[src/pmcs_pkg.sv]
// Package for the power-mode and system-clock switch block.
// Assumes a single 125 MHz clock; oscillator status arrives as async levels.
package pmcs_pkg;

   // Register map, byte addresses on the AXI4-Lite slave
   localparam int          AXI_AW       = 4;
   localparam logic [3:0]  PCC_OFFSET   = 4'h0;
   localparam logic [3:0]  TCR_OFFSET   = 4'h4;

   // power_clock_control_reg fields
   localparam int          IDLE_BIT     = 7;
   localparam int          PRUN_BIT     = 3;
   localparam int          ISTAB_BIT    = 2;
   localparam int          SEL_MSB      = 1;
   localparam int          SEL_LSB      = 0;
   // timer_control_reg fields
   localparam int          SEC_ACT_BIT  = 6;
   localparam int          SEC_EN_BIT   = 3;

   // Values after reset
   localparam logic [1:0]  SEL_RST      = 2'h0;
   localparam logic        IDLE_RST     = 1'h0;
   localparam logic        SEC_EN_RST   = 1'h0;
   localparam logic        PRUN_RST     = 1'h1;
   localparam logic [1:0]  BOOT_CYC     = 2'h2;

   // Transition window in clock cycles: outgoing, then incoming
   localparam int          SW_OLD_CYC   = 2;
   localparam int          SW_NEW_CYC   = 4;

   localparam logic [1:0]  RESP_OKAY    = 2'h0;
   localparam logic [1:0]  RESP_SLVERR  = 2'h2;

   typedef enum logic [1:0] {
      SRC_PRI = 2'b00,
      SRC_SEC = 2'b01,
      SRC_INT = 2'b10
   } pmcs_src_e;

   typedef enum logic [1:0] {
      PM_RUN   = 2'b00,
      PM_IDLE  = 2'b01,
      PM_SLEEP = 2'b10
   } pmcs_pm_e;

   typedef enum logic [1:0] {
      SW_REST = 2'b00,
      SW_OLD  = 2'b01,
      SW_NEW  = 2'b10
   } pmcs_sw_e;

   // High bit set means internal block whatever the low bit holds
   function automatic pmcs_src_e pmcs_decode_sel(input logic [1:0] sel);
      if (sel[1])
         return SRC_INT;
      return sel[0] ? SRC_SEC : SRC_PRI;
   endfunction

endpackage

[src/pmcs_sw_if.sv]
// Link between the mode controller and the clock switch sequencer.
// Assumes both ends run on the same aclk.
`timescale 1ns/1ps
interface pmcs_sw_if import pmcs_pkg::*; ();
   logic      start;
   pmcs_src_e target;
   pmcs_src_e active;
   logic      busy;
   modport ctl (output start, output target, input active, input busy);
   modport sw  (input start, input target, output active, output busy);
endinterface

[src/pmcs_switch.sv]
// Glitch-free source switch sequencer: old-source cycles, then new-source cycles.
// Assumes start is held by the controller until the switch is seen busy.
`timescale 1ns/1ps
module pmcs_switch import pmcs_pkg::*; #(
   parameter int OLD_CYC = SW_OLD_CYC,
   parameter int NEW_CYC = SW_NEW_CYC
) (
   // Clock and reset
   input  logic         aclk,
   input  logic         aresetn,
   // Controller side
   pmcs_sw_if.sw        sw
);

   typedef struct packed {
      pmcs_sw_e  ph;
      logic [2:0] cnt;
      pmcs_src_e act;
      pmcs_src_e tgt;
   } pmcs_swst_s;

   pmcs_swst_s st;
   pmcs_swst_s next_st;

   always_comb begin
      next_st = st;
      case (st.ph)
         SW_REST: begin
            if (sw.start && sw.target != st.act) begin
               next_st.ph  = SW_OLD;
               next_st.tgt = sw.target;
               next_st.cnt = 3'(OLD_CYC - 1);
            end
         end
         SW_OLD: begin
            if (st.cnt == 3'h0) begin
               // Output changes only while held, so no runt pulse escapes
               next_st.ph  = SW_NEW;
               next_st.act = st.tgt;
               next_st.cnt = 3'(NEW_CYC - 1);
            end else begin
               next_st.cnt = st.cnt - 3'h1;
            end
         end
         SW_NEW: begin
            if (st.cnt == 3'h0) begin
               next_st.ph = SW_REST;
            end else begin
               next_st.cnt = st.cnt - 3'h1;
            end
         end
         default: begin
            next_st.ph = SW_REST;
         end
      endcase
   end

   always_ff @(posedge aclk) begin
      if (!aresetn) begin
         st <= '0;
      end else begin
         st <= next_st;
      end
   end

   assign sw.active = st.act;
   assign sw.busy   = (st.ph != SW_REST);
endmodule

[src/pmcs_top.sv]
// Power-mode and system-clock switch controller with AXI4-Lite registers.
// Assumes oscillator status pins are async levels and halt/wake are aclk pulses.
//
// Decided for this implementation: the AXI4-Lite slave port and the register addresses.
`timescale 1ns/1ps
module pmcs_top import pmcs_pkg::*; (
   // Clock and reset
   input  logic              aclk,
   input  logic              aresetn,
   // AXI4-Lite write
   input  logic              awvalid,
   output logic              awready,
   input  logic [AXI_AW-1:0] awaddr,
   input  logic              wvalid,
   output logic              wready,
   input  logic [31:0]       wdata,
   input  logic [3:0]        wstrb,
   output logic              bvalid,
   input  logic              bready,
   output logic [1:0]        bresp,
   // AXI4-Lite read
   input  logic              arvalid,
   output logic              arready,
   input  logic [AXI_AW-1:0] araddr,
   output logic              rvalid,
   input  logic              rready,
   output logic [31:0]       rdata,
   output logic [1:0]        rresp,
   // CPU events
   input  logic              halt_exec,
   input  logic              wake_event,
   // Oscillator status and straps, asynchronous
   input  logic              primary_ready_pin,
   input  logic              secondary_running_pin,
   input  logic              internal_stable_pin,
   input  logic              two_speed_en,
   input  logic              primary_osc_config,
   // Clock control
   output logic              primary_osc_en,
   output logic [1:0]        sys_clk_sel,
   output logic              cpu_clk_en,
   output logic              periph_clk_en,
   output logic [1:0]        power_mode
);

   typedef struct packed {
      logic [4:0]  s1;
      logic [4:0]  s2;
      logic [1:0]  boot;
      logic        aw_h;
      logic [3:0]  aw_a;
      logic        w_h;
      logic [7:0]  w_d;
      logic        w_s;
      logic        bvalid;
      logic [1:0]  bresp;
      logic        rvalid;
      logic [7:0]  rdata;
      logic [1:0]  rresp;
      logic        idle_on_halt;
      logic [1:0]  clock_source_select;
      logic        secondary_osc_enable;
      pmcs_pm_e    pm;
      logic        primary_clock_running;
      logic        internal_osc_stable;
      logic        secondary_clock_active;
   } pmcs_st_s;

   pmcs_st_s  st;
   pmcs_st_s  next_st;
   pmcs_sw_if swl ();

   logic      pri_rdy;
   logic      secondary_run_mode;
   logic      int_ok;
   logic      two_spd;
   logic      pri_int;
   pmcs_src_e target;
   logic      sel_ok;
   logic      src_ok;
   logic      clk_ok;
   logic      do_write;

   pmcs_switch u_switch (
      .aclk    (aclk),
      .aresetn (aresetn),
      .sw      (swl.sw)
   );

   ////////////////////////////////////////////////////////////////////////////
   // Synchronised pin levels, second stage only
   assign pri_rdy  = st.s2[0];
   assign secondary_run_mode  = st.s2[1];
   assign int_ok   = st.s2[2];
   assign two_spd  = st.s2[3];
   assign pri_int  = st.s2[4];

   assign target   = pmcs_decode_sel(st.clock_source_select);
   assign sel_ok   = (target != SRC_SEC) || st.secondary_osc_enable;
   // Primary must be ready first; meanwhile the old source keeps clocking
   assign swl.start  = (target != swl.active) && sel_ok && (st.pm != PM_SLEEP) &&
                       ((target != SRC_PRI) || pri_rdy);
   assign swl.target = target;

   // Timer osc is trusted once running; early oscillation is the user's risk
   always_comb begin
      case (swl.active)
         SRC_PRI: src_ok = pri_rdy || two_spd;
         SRC_SEC: src_ok = secondary_run_mode;
         default: src_ok = 1'b1;
      endcase
   end

   assign clk_ok        = !swl.busy && src_ok && (st.boot == 2'h0);
   assign cpu_clk_en    = (st.pm == PM_RUN) && clk_ok;
   assign periph_clk_en = (st.pm != PM_SLEEP) && clk_ok;
   assign primary_osc_en = (st.pm != PM_SLEEP) &&
                           (swl.active == SRC_PRI || target == SRC_PRI);
   assign sys_clk_sel   = swl.active;
   assign power_mode    = st.pm;

   assign do_write = st.aw_h && st.w_h && !st.bvalid;

   ////////////////////////////////////////////////////////////////////////////
   always_comb begin
      next_st    = st;
      next_st.s1 = {primary_osc_config, two_speed_en, internal_stable_pin,
                    secondary_running_pin, primary_ready_pin};
      next_st.s2 = st.s1;
      if (st.boot != 2'h0)
         next_st.boot = st.boot - 2'h1;

      // Write channels are taken in either order
      if (awvalid && !st.aw_h) begin
         next_st.aw_h = 1'b1;
         next_st.aw_a = awaddr;
      end
      if (wvalid && !st.w_h) begin
         next_st.w_h = 1'b1;
         next_st.w_d = wdata[7:0];
         next_st.w_s = wstrb[0];
      end
      if (st.bvalid && bready)
         next_st.bvalid = 1'b0;
      if (do_write) begin
         next_st.aw_h   = 1'b0;
         next_st.w_h    = 1'b0;
         next_st.bvalid = 1'b1;
         next_st.bresp  = RESP_OKAY;
         if (st.aw_a == PCC_OFFSET) begin
            if (st.w_s) begin
               next_st.idle_on_halt        = st.w_d[IDLE_BIT];
               next_st.clock_source_select = st.w_d[SEL_MSB:SEL_LSB];
            end
         end else if (st.aw_a == TCR_OFFSET) begin
            if (st.w_s)
               next_st.secondary_osc_enable = st.w_d[SEC_EN_BIT];
         end else begin
            next_st.bresp = RESP_SLVERR;
         end
      end

      if (st.rvalid && rready)
         next_st.rvalid = 1'b0;
      if (arvalid && !st.rvalid) begin
         next_st.rvalid = 1'b1;
         next_st.rresp  = RESP_OKAY;
         next_st.rdata  = 8'h00;
         if (araddr == PCC_OFFSET) begin
            next_st.rdata[IDLE_BIT]        = st.idle_on_halt;
            next_st.rdata[PRUN_BIT]        = st.primary_clock_running;
            next_st.rdata[ISTAB_BIT]       = st.internal_osc_stable;
            next_st.rdata[SEL_MSB:SEL_LSB] = st.clock_source_select;
         end else if (araddr == TCR_OFFSET) begin
            next_st.rdata[SEC_ACT_BIT] = st.secondary_clock_active;
            next_st.rdata[SEC_EN_BIT]  = st.secondary_osc_enable;
         end else begin
            next_st.rresp = RESP_SLVERR;
         end
      end

      // Halt picks its mode from idle_on_halt as it stands now
      case (st.pm)
         PM_RUN: begin
            if (halt_exec) begin
               if (!st.idle_on_halt)
                  next_st.pm = PM_SLEEP;
               else if (sel_ok)
                  next_st.pm = PM_IDLE;
            end
         end
         PM_IDLE, PM_SLEEP: begin
            if (wake_event)
               next_st.pm = PM_RUN;
         end
         default: begin
            next_st.pm = PM_RUN;
         end
      endcase

      // Flags hold through a switch window, all drop in sleep
      if (st.boot != 2'h0) begin
         next_st.primary_clock_running = st.primary_clock_running;
      end else if (st.pm == PM_SLEEP) begin
         next_st.primary_clock_running  = 1'b0;
         next_st.internal_osc_stable    = 1'b0;
         next_st.secondary_clock_active = 1'b0;
      end else if (!swl.busy) begin
         next_st.primary_clock_running  = (swl.active == SRC_PRI) && pri_rdy;
         next_st.internal_osc_stable    = int_ok && ((swl.active == SRC_INT) ||
                                          (swl.active == SRC_PRI && pri_int));
         next_st.secondary_clock_active = (swl.active == SRC_SEC);
      end
   end

   always_ff @(posedge aclk) begin
      if (!aresetn) begin
         st                       <= '0;
         st.boot                  <= BOOT_CYC;
         st.clock_source_select   <= SEL_RST;
         st.idle_on_halt          <= IDLE_RST;
         st.secondary_osc_enable  <= SEC_EN_RST;
         st.primary_clock_running <= PRUN_RST;
      end else begin
         st <= next_st;
      end
   end

   assign awready = !st.aw_h;
   assign wready  = !st.w_h;
   assign bvalid  = st.bvalid;
   assign bresp   = st.bresp;
   assign arready = !st.rvalid;
   assign rvalid  = st.rvalid;
   assign rdata   = {24'h000000, st.rdata};
   assign rresp   = st.rresp;
endmodule

[config.mk]
export PLATFORM = sky130hd
export DESIGN_NAME = pmcs_top
export DESIGN_NICKNAME = d
export VERILOG_FILES = /design/src/pmcs_pkg.sv /design/src/pmcs_sw_if.sv /design/src/pmcs_switch.sv /design/src/pmcs_top.sv
export SDC_FILE = /design/constraint.sdc
export NUM_CORES = 1
export LEC_CHECK = 0
export ABC_AREA = 0
export BUFFER_PORTS_ARGS = -buffer_cell sky130_fd_sc_hd__buf_2
export CAP_MARGIN = 20
export CORE_MARGIN = 2
export CORE_UTILIZATION = 52
export CTS_CLUSTER_DIAMETER = 120
export DETAILED_ROUTE_END_ITERATION = 10
export GPL_TIMING_DRIVEN = 0
export MAX_ROUTING_LAYER = met4
export PLACE_DENSITY_LB_ADDON = 0.08
export SLEW_MARGIN = 15
export SYNTH_ARGS = -nofsm -noshare
export SYNTH_HDL_FRONTEND = slang
export SYNTH_HIERARCHICAL = 1
export SYNTH_SLANG_ARGS = --single-unit
[constraint.sdc]
create_clock -name aclk -period 3.2 [get_ports aclk]
set_clock_uncertainty 0.15 [all_clocks]
set_input_delay 0.16 -clock aclk [delete_from_list [all_inputs] [get_ports aclk]]
set_output_delay 0.16 -clock aclk [all_outputs]
set_load 0.05 [all_outputs]
==> results of run 1 <==
-- sequential cells by signal, summed over array words and instances, names as in the netlist --
register,flops
st,21
u_switch/st,7
rdata,6
next_st,5
power_mode,2
u_switch/sw.active,2
bresp,1
bvalid,1
int_ok,1
pri_int,1
pri_rdy,1
rresp,1
rvalid,1
secondary_run_mode,1
-- placed cells by master (no fill, tap or decap), types with 2 or more instances in the layout --
cell type,n
nor3_1,2
and4b_1,2
clkbuf_8,6
and2_1,10
nor3b_1,2
mux2i_1,13
conb_1,28
and3b_1,2
dlygate4sd3_1,21
nand2b_1,3
nor2_1,23
inv_1,19
o31ai_1,4
nand3b_1,2
buf_4,40
clkbuf_1,4
a21oi_1,13
ha_1,10
dfxtp_1,51
a211oi_1,5
a22o_1,6
buf_1,2
nand3_1,5
nor2b_1,8
nand2_1,12
nand4_1,4
o21ai_0,9
buf_2,47
or2_2,2
xor2_1,3
or3_1,2
a21boi_0,2
-- cell usage after synthesis, drive strengths merged (2+ instances only) --
cell     n  area (um^2)
a211oi   5        37.54
a21boi   3        22.52
a21oi   13        65.06
a221oi   2        41.29
a22o     6        52.55
and2    10        62.56
and3b    2        17.52
and4b    3        31.28
buf     43        312.8
clkbuf   4        15.01
dfxtp   51         1021
ha      10        125.1
inv     19        71.32
mux2i   13        130.1
nand2   12        45.04
nand2b   3        18.77
nand3    5        25.02
nand3b   2        15.01
nand4    4        25.02
nor2    23        86.33
nor2b   10        72.57
nor3     2        10.01
nor3b    2        15.01
o21ai   10        53.80
o31ai    4        30.03
or2      2        12.51
or3      2        12.51
xor2     3        26.28
-- worst max-delay path: stages (launching register included) --
cell and delay [ns]:
dfxtp_1 0.37, inv_1 0.11, ha_1 0.24, inv_1 0.13, nor4b_1 0.28, buf_2 0.33
-- cell type report --
class	instances	area (um^2)	share of cell area, %
multi-input cells	192	1247	37.69
flip-flops and latches	51	1021	30.85
repair buffers	67	440.4	13.31
plain buffers	47	327.8	9.905
well taps	67	83.83	2.533
clock buffers	6	82.58	2.495
inverters	19	71.32	2.155
clock inverters	2	35.03	1.059
-- where the power goes --
part	internal, uW	total (uW)	switching, uW
clock	253	462	209
combinational	263	674	411
sequential	693	731	38.2
-- how the worst min path moves through the flow --
stage / startpoint / end / slack (ns) / cells past startpoint
after global routing: wake_event / power_mode[0]$_SDFFE_PN0P_ / 0.10 / 4
after detailed placement: rready / rvalid$_SDFFE_PN0P_ / 0.21 / 2
after CTS: wake_event / power_mode[0]$_SDFFE_PN0P_ / 0.06 / 4
after floorplan: aresetn / st[39]$_SDFFE_PN1P_ / 0.08 / 1
final: wake_event / power_mode[0]$_SDFFE_PN0P_ / 0.06 / 4
after global placement: rready / rvalid$_SDFFE_PN0P_ / 0.20 / 2
-- cell families (layout without fill, tap and decap cells) --
logic type | after synthesis | in the layout | share of synthesized area, %
XOR/XNOR | 3 | 3 | 1.024
flip-flops | 51 | 51 | 39.79
AO/OA/AOI/OAI | 50 | 50 | 14.04
other | 1 | 28 | 0.1461
adder cells (fa/ha/maj) | 10 | 10 | 4.876
multiplexers | 14 | 14 | 5.509
buffers and inverters | 66 | 141 | 15.55
AND/OR/NAND/NOR | 87 | 87 | 19.06
-- per-layer routing --
| metal | vias up | GRT usage (%) | part of all wire [%] | wire [um] |
|---|---|---|---|---|
| met1 | 923 | 24.45 | 47 | 2322 |
| met4 | 0 | 8.333 | 1.8 | 90 |
| met5 | - | - | 0 | 0 |
| met3 | 7 | 3.388 | 4.5 | 222 |
| li1 | 1096 | - | - | - |
| met2 | 52 | 32.64 | 47 | 2300 |
-- metrics by stage --
step                utilization [%]  std cells  setup WS, ns  instance area (um^2)  hold WS, ns
finish                        69.61        451         1.119                  3309      0.05727
global placement              62.71        422         1.218                  2982       0.2013
floorplan                         -        309        0.4392                  2668      0.08313
detailed placement            62.71        422         1.189                  2982       0.2068
CTS                           69.61        451         1.123                  3309      0.05660
global route                  69.61        451        0.9638                  3309       0.1046
==> impl_metrics.env, run 1 <==
export IMPL_die_y_um=74.25
export IMPL_relSlewSlack_pct=61.42
export IMPL_synth_seq_area_share_pct=39.79
export IMPL_place_gp_congestion=0.7540
export IMPL_rr_startpoint="power_mode[0]$_SDFFE_PN0P_"
export IMPL_r2r_end="u_switch/st[6]$_SDFFE_PN0P_"
export IMPL_rows=25
export IMPL_max_freq_mhz=480.5
export IMPL_cap_violations=0
export IMPL_cts_buffer_depth=2
export IMPL_ys_types=50
export IMPL_netlist_area_um2=2566
export IMPL_port_buffers=46
export IMPL_synthArstFlopShare_pct=0
export IMPL_tightest_slew_ns=0.5742
export IMPL_critPathCaptureType="primary output"
export IMPL_grt_max_degree=16
export IMPL_criticalPathCategory="flip-flop to primary output"
export IMPL_cp_max_fo=5
export IMPL_cp_start_kind="flip-flop"
export IMPL_antenna_found_initial=0
export IMPL_grt_total_usage_pct=19.97
export IMPL_root_buffer="clkbuf_8"
export IMPL_crit_path_end="periph_clk_en"
export IMPL_power_density_nw_per_um2=564.2
export IMPL_yosys_register_bits=51
export IMPL_setup_viol=0
export IMPL_syn_avg_cell_area_um2=9.100
export IMPL_synth_edf_count=0
export IMPL_hold_violations=0
export IMPL_drc=0
export IMPL_worstPathArrival_ns=1.77
export IMPL_clkSinkCount=51
export IMPL_finalCritPeriodShare_pct=65.04
export IMPL_rsz0062_at_grt="false"
export IMPL_insertion_delay_ns=0.31
export IMPL_startpoint="u_switch/st[8]$_SDFFE_PN0P_"
export IMPL_chipWidth_um=74.25
export IMPL_dieArea_um2=5513
export IMPL_final_max_slew_viol_count=0
export IMPL_finalSetupTns_ns=0
export IMPL_routed_wl_mm=4.936
export IMPL_grt_ovfl_total=0
export IMPL_vias=2078
export IMPL_yosys_warnings=6
export IMPL_required_ns=2.89
export IMPL_drive_above_1_share_pct=27.34
export IMPL_fp_coreArea_um2=4755
export IMPL_p_total_uw=1867
export IMPL_grt_pass1_wl_mm=8.169
export IMPL_ctsResizeCount=0
export IMPL_nNetsFinal=451
export IMPL_syn_to_final_growth_pct=28.96
export IMPL_postCtsSetupBuffers=0
export IMPL_synth_cells=282
export IMPL_synthFlopType="dfxtp_1"
export IMPL_numCtsBuffers=5
export IMPL_n_fill_cell=400
export IMPL_drt_iter0_markers=60
export IMPL_ir_worst_vdd_mv=0.3428
export IMPL_ant_nets=0
export IMPL_wl_per_cell_um=10.94
export IMPL_cts_tree="yes"
export IMPL_period_needed_ns=2.081
export IMPL_dp_hpwl_mm=3.605
export IMPL_pin_count=106
export IMPL_initial_core_util_pct=53.97
export IMPL_first_global_vias=1888
export IMPL_reg2regPathDepth=8
export IMPL_viasPerCell=4.608
export IMPL_total_leakage_power_uw=0.001600
export IMPL_status="finished clean"
export IMPL_first_pass_iters=4
export IMPL_path_clk_slew_ns=0.09
export IMPL_n_antenna_cell=0
export IMPL_hold_path_class="primary input to flip-flop"
export IMPL_h_tree_depth=2
export IMPL_r2r_slack_ns=1.17
export IMPL_postCtsHoldBufs=21
(Power assumes the default switching activity.)
==> run 2: changes to the inputs <==
--- a/config.mk
+++ b/config.mk
@@ -9,7 +9,7 @@
 export BUFFER_PORTS_ARGS = -buffer_cell sky130_fd_sc_hd__buf_2
 export CAP_MARGIN = 20
 export CORE_MARGIN = 2
-export CORE_UTILIZATION = 52
+export CORE_UTILIZATION = 43
 export CTS_CLUSTER_DIAMETER = 120
 export DETAILED_ROUTE_END_ITERATION = 10
 export GPL_TIMING_DRIVEN = 0
==> constraint.sdc (replaced) <==
create_clock -name aclk -period 1.85 [get_ports aclk]
set_clock_uncertainty 0.15 [all_clocks]
set_input_delay 0.0925 -clock aclk [delete_from_list [all_inputs] [get_ports aclk]]
set_output_delay 0.0925 -clock aclk [all_outputs]
set_load 0.05 [all_outputs]
==> impl_metrics.env, run 2 (same netlist as run 1, synthesis figures left out) <==
export IMPL_largest_reg_flops=21
export IMPL_place_ws_ns=-0.1211
export IMPL_chipWidth_um=81.25
export IMPL_utilization_pct=58.96
export IMPL_n_antenna_cell=0
export IMPL_final_cells=464
export IMPL_grtUsageMet1_pct=19.38
export IMPL_rsz0062_at_grt="true"
export IMPL_total_leakage_power_uw=0.001638
export IMPL_dieArea_um2=6602
export IMPL_setup_viol=1
export IMPL_tightest_slew_ns=0.5612
export IMPL_critPathCaptureType="flip-flop"
export IMPL_finalCritPeriodShare_pct=101.0
export IMPL_die_y_um=81.25
export IMPL_initial_core_util_pct=43.86
export IMPL_port_buffers=46
export IMPL_drive_above_1_share_pct=31.62
export IMPL_ir_worst_vdd_mv=0.6858
export IMPL_wl_per_cell_um=11.15
export IMPL_root_buffer="clkbuf_8"
export IMPL_numCtsBuffers=5
export IMPL_criticalPathCategory="flip-flop to flip-flop"
export IMPL_clkSinkCount=51
export IMPL_first_pass_iters=4
export IMPL_antenna_found_initial=0
export IMPL_final_common_cell="buf_2"
export IMPL_grt_ovfl_total=0
export IMPL_hold_path_class="primary input to flip-flop"
export IMPL_cap_violations=0
export IMPL_h_tree_depth=2
export IMPL_cp_slowest_cell="a221oi_4"
export IMPL_path_delay_family="compound AO/OA/AOI/OAI gates"
export IMPL_insertion_delay_ns=0.30
export IMPL_ff_latch_area_um2=1030
export IMPL_final_max_slew_viol_count=0
export IMPL_required_ns=1.91
export IMPL_crit_chain="buf_6, nor2b_4, o22ai_2, o21a_1, o21ai_2, a221oi_4, o21ai_1, and3b_1"
export IMPL_pin_count=106
export IMPL_cts_buffer_depth=2
export IMPL_viasPerCell=4.500
export IMPL_cp_start_kind="flip-flop"
export IMPL_grt_pass1_wl_mm=8.169
export IMPL_first_global_vias=1826
export IMPL_grt_total_usage_pct=16.63
export IMPL_drc=0
export IMPL_rows=28
export IMPL_multi_input_area_um2=1291
export IMPL_power_density_nw_per_um2=990.6
export IMPL_syn_to_final_growth_pct=34.42
export IMPL_max_stage_delay_ns=0.36
export IMPL_path_clk_slew_ns=0.09
export IMPL_met2_usage_pct=28.35
export IMPL_relSlewSlack_pct=62.59
export IMPL_cts_tree="yes"
export IMPL_violations="negative setup slack"
export IMPL_status="finished with violations"
export IMPL_most_common_layout_cells="45 x buf_2, 44 x dfxtp_1, 42 x buf_4"
export IMPL_grt_max_degree=17
export IMPL_vias=2088
export IMPL_period_needed_ns=1.869
export IMPL_routed_wl_mm=5.172
export IMPL_p_total_uw=3417
export IMPL_place_gp_congestion=0.7790
export IMPL_finalWorstSetupSlack_ns=-0.01934
export IMPL_cp_max_fo=6
export IMPL_hold_violations=0
export IMPL_drt_iter0_markers=81
export IMPL_max_freq_mhz=534.9
export IMPL_fp_coreArea_um2=5851
export IMPL_grt_use_met3_pct=3.778
export IMPL_ant_nets=0
export IMPL_worstPathArrival_ns=1.93
export IMPL_finalSetupTns_ns=-0.01934
export IMPL_dp_hpwl_mm=3.801
export IMPL_nNetsFinal=456
export IMPL_largest_register="st"
export IMPL_grt_busiest_layer="met2"
export IMPL_dp_cells=430
export IMPL_n_fill_cell=549
export IMPL_crit_buf_inv=1
run 2: cell count changes in the layout (fill, tap and decap cells not counted), sizes merged:
| cell | before | now |
|---|---|---|
| buf | 89 | 92 |
| clkinv | 1 | 0 |
| bufinv | 1 | 2 |
| dlygate4sd3 | 21 | 23 |
| clkbuf | 10 | 9 |
| clkinvlp | 0 | 1 |
run 2: where the power goes:
group          internal, uW  total [uW]  switching, uW
Clock                   539         917            378
Sequential             1200        1280           73.0
Combinational           491        1220            733
run 2: routing by layer:
layer / wire (um) / share of wire [%]
met1: 2357 / 46
met2: 2501 / 48
met3: 252 / 4.9
met4: 61 / 1.2
met5: 0 / 0
run 2: final timing paths:
| check | start | to | slack, ns | cells past startpoint |
|---|---|---|---|---|
| worst max-delay path | u_switch/sw.active[0]$_SDFFE_PN0P_ | u_switch/st[6]$_SDFFE_PN0P_ | -0.02 | 8 |
| worst min-delay path | araddr[3] | rresp[1]$_SDFFE_PN0P_ | 0.02 | 3 |
| worst max register to register | u_switch/sw.active[0]$_SDFFE_PN0P_ | u_switch/st[6]$_SDFFE_PN0P_ | -0.02 | 8 |
| worst min register to register | next_st[43]$_SDFF_PN0_ | st[43]$_SDFF_PN0_ | 0.28 | 1 |
run 2: through the flow:
step	hold slack [ns]	instance area (um^2)
after global placement	0.1282	3017
after CTS	0.003998	3431
after floorplan	0.01563	2693
final	0.02162	3450
after global routing	0.02258	3450
after detailed placement	0.1398	3017
run 2: cell type report:
cell class	count	share of cell area (%)
multi-input combinational	192	37.43
sequential	51	29.85
timing repair buffer	72	14.25
buffer	47	9.721
tap	75	2.720
inverter	19	2.067
clock buffer	5	1.995
clock inverter	3	1.959
run 2: what timing repair did:
item | CTS | global route
hold buffers | 23 | 0
buffers inserted | 2 | 1
setup endpoints to repair | 8 | 9
gates resized for setup | 15 | 5
hold endpoints to repair | 21 | 0
pin swaps | 2 | 5
run 2: worst min-delay path: cells and delay by family:
kind	cells	cell delay, ns
AND/OR/NAND/NOR	1	0.05
buffers and inverters	1	0.08
AO/OA/AOI/OAI	1	0.21
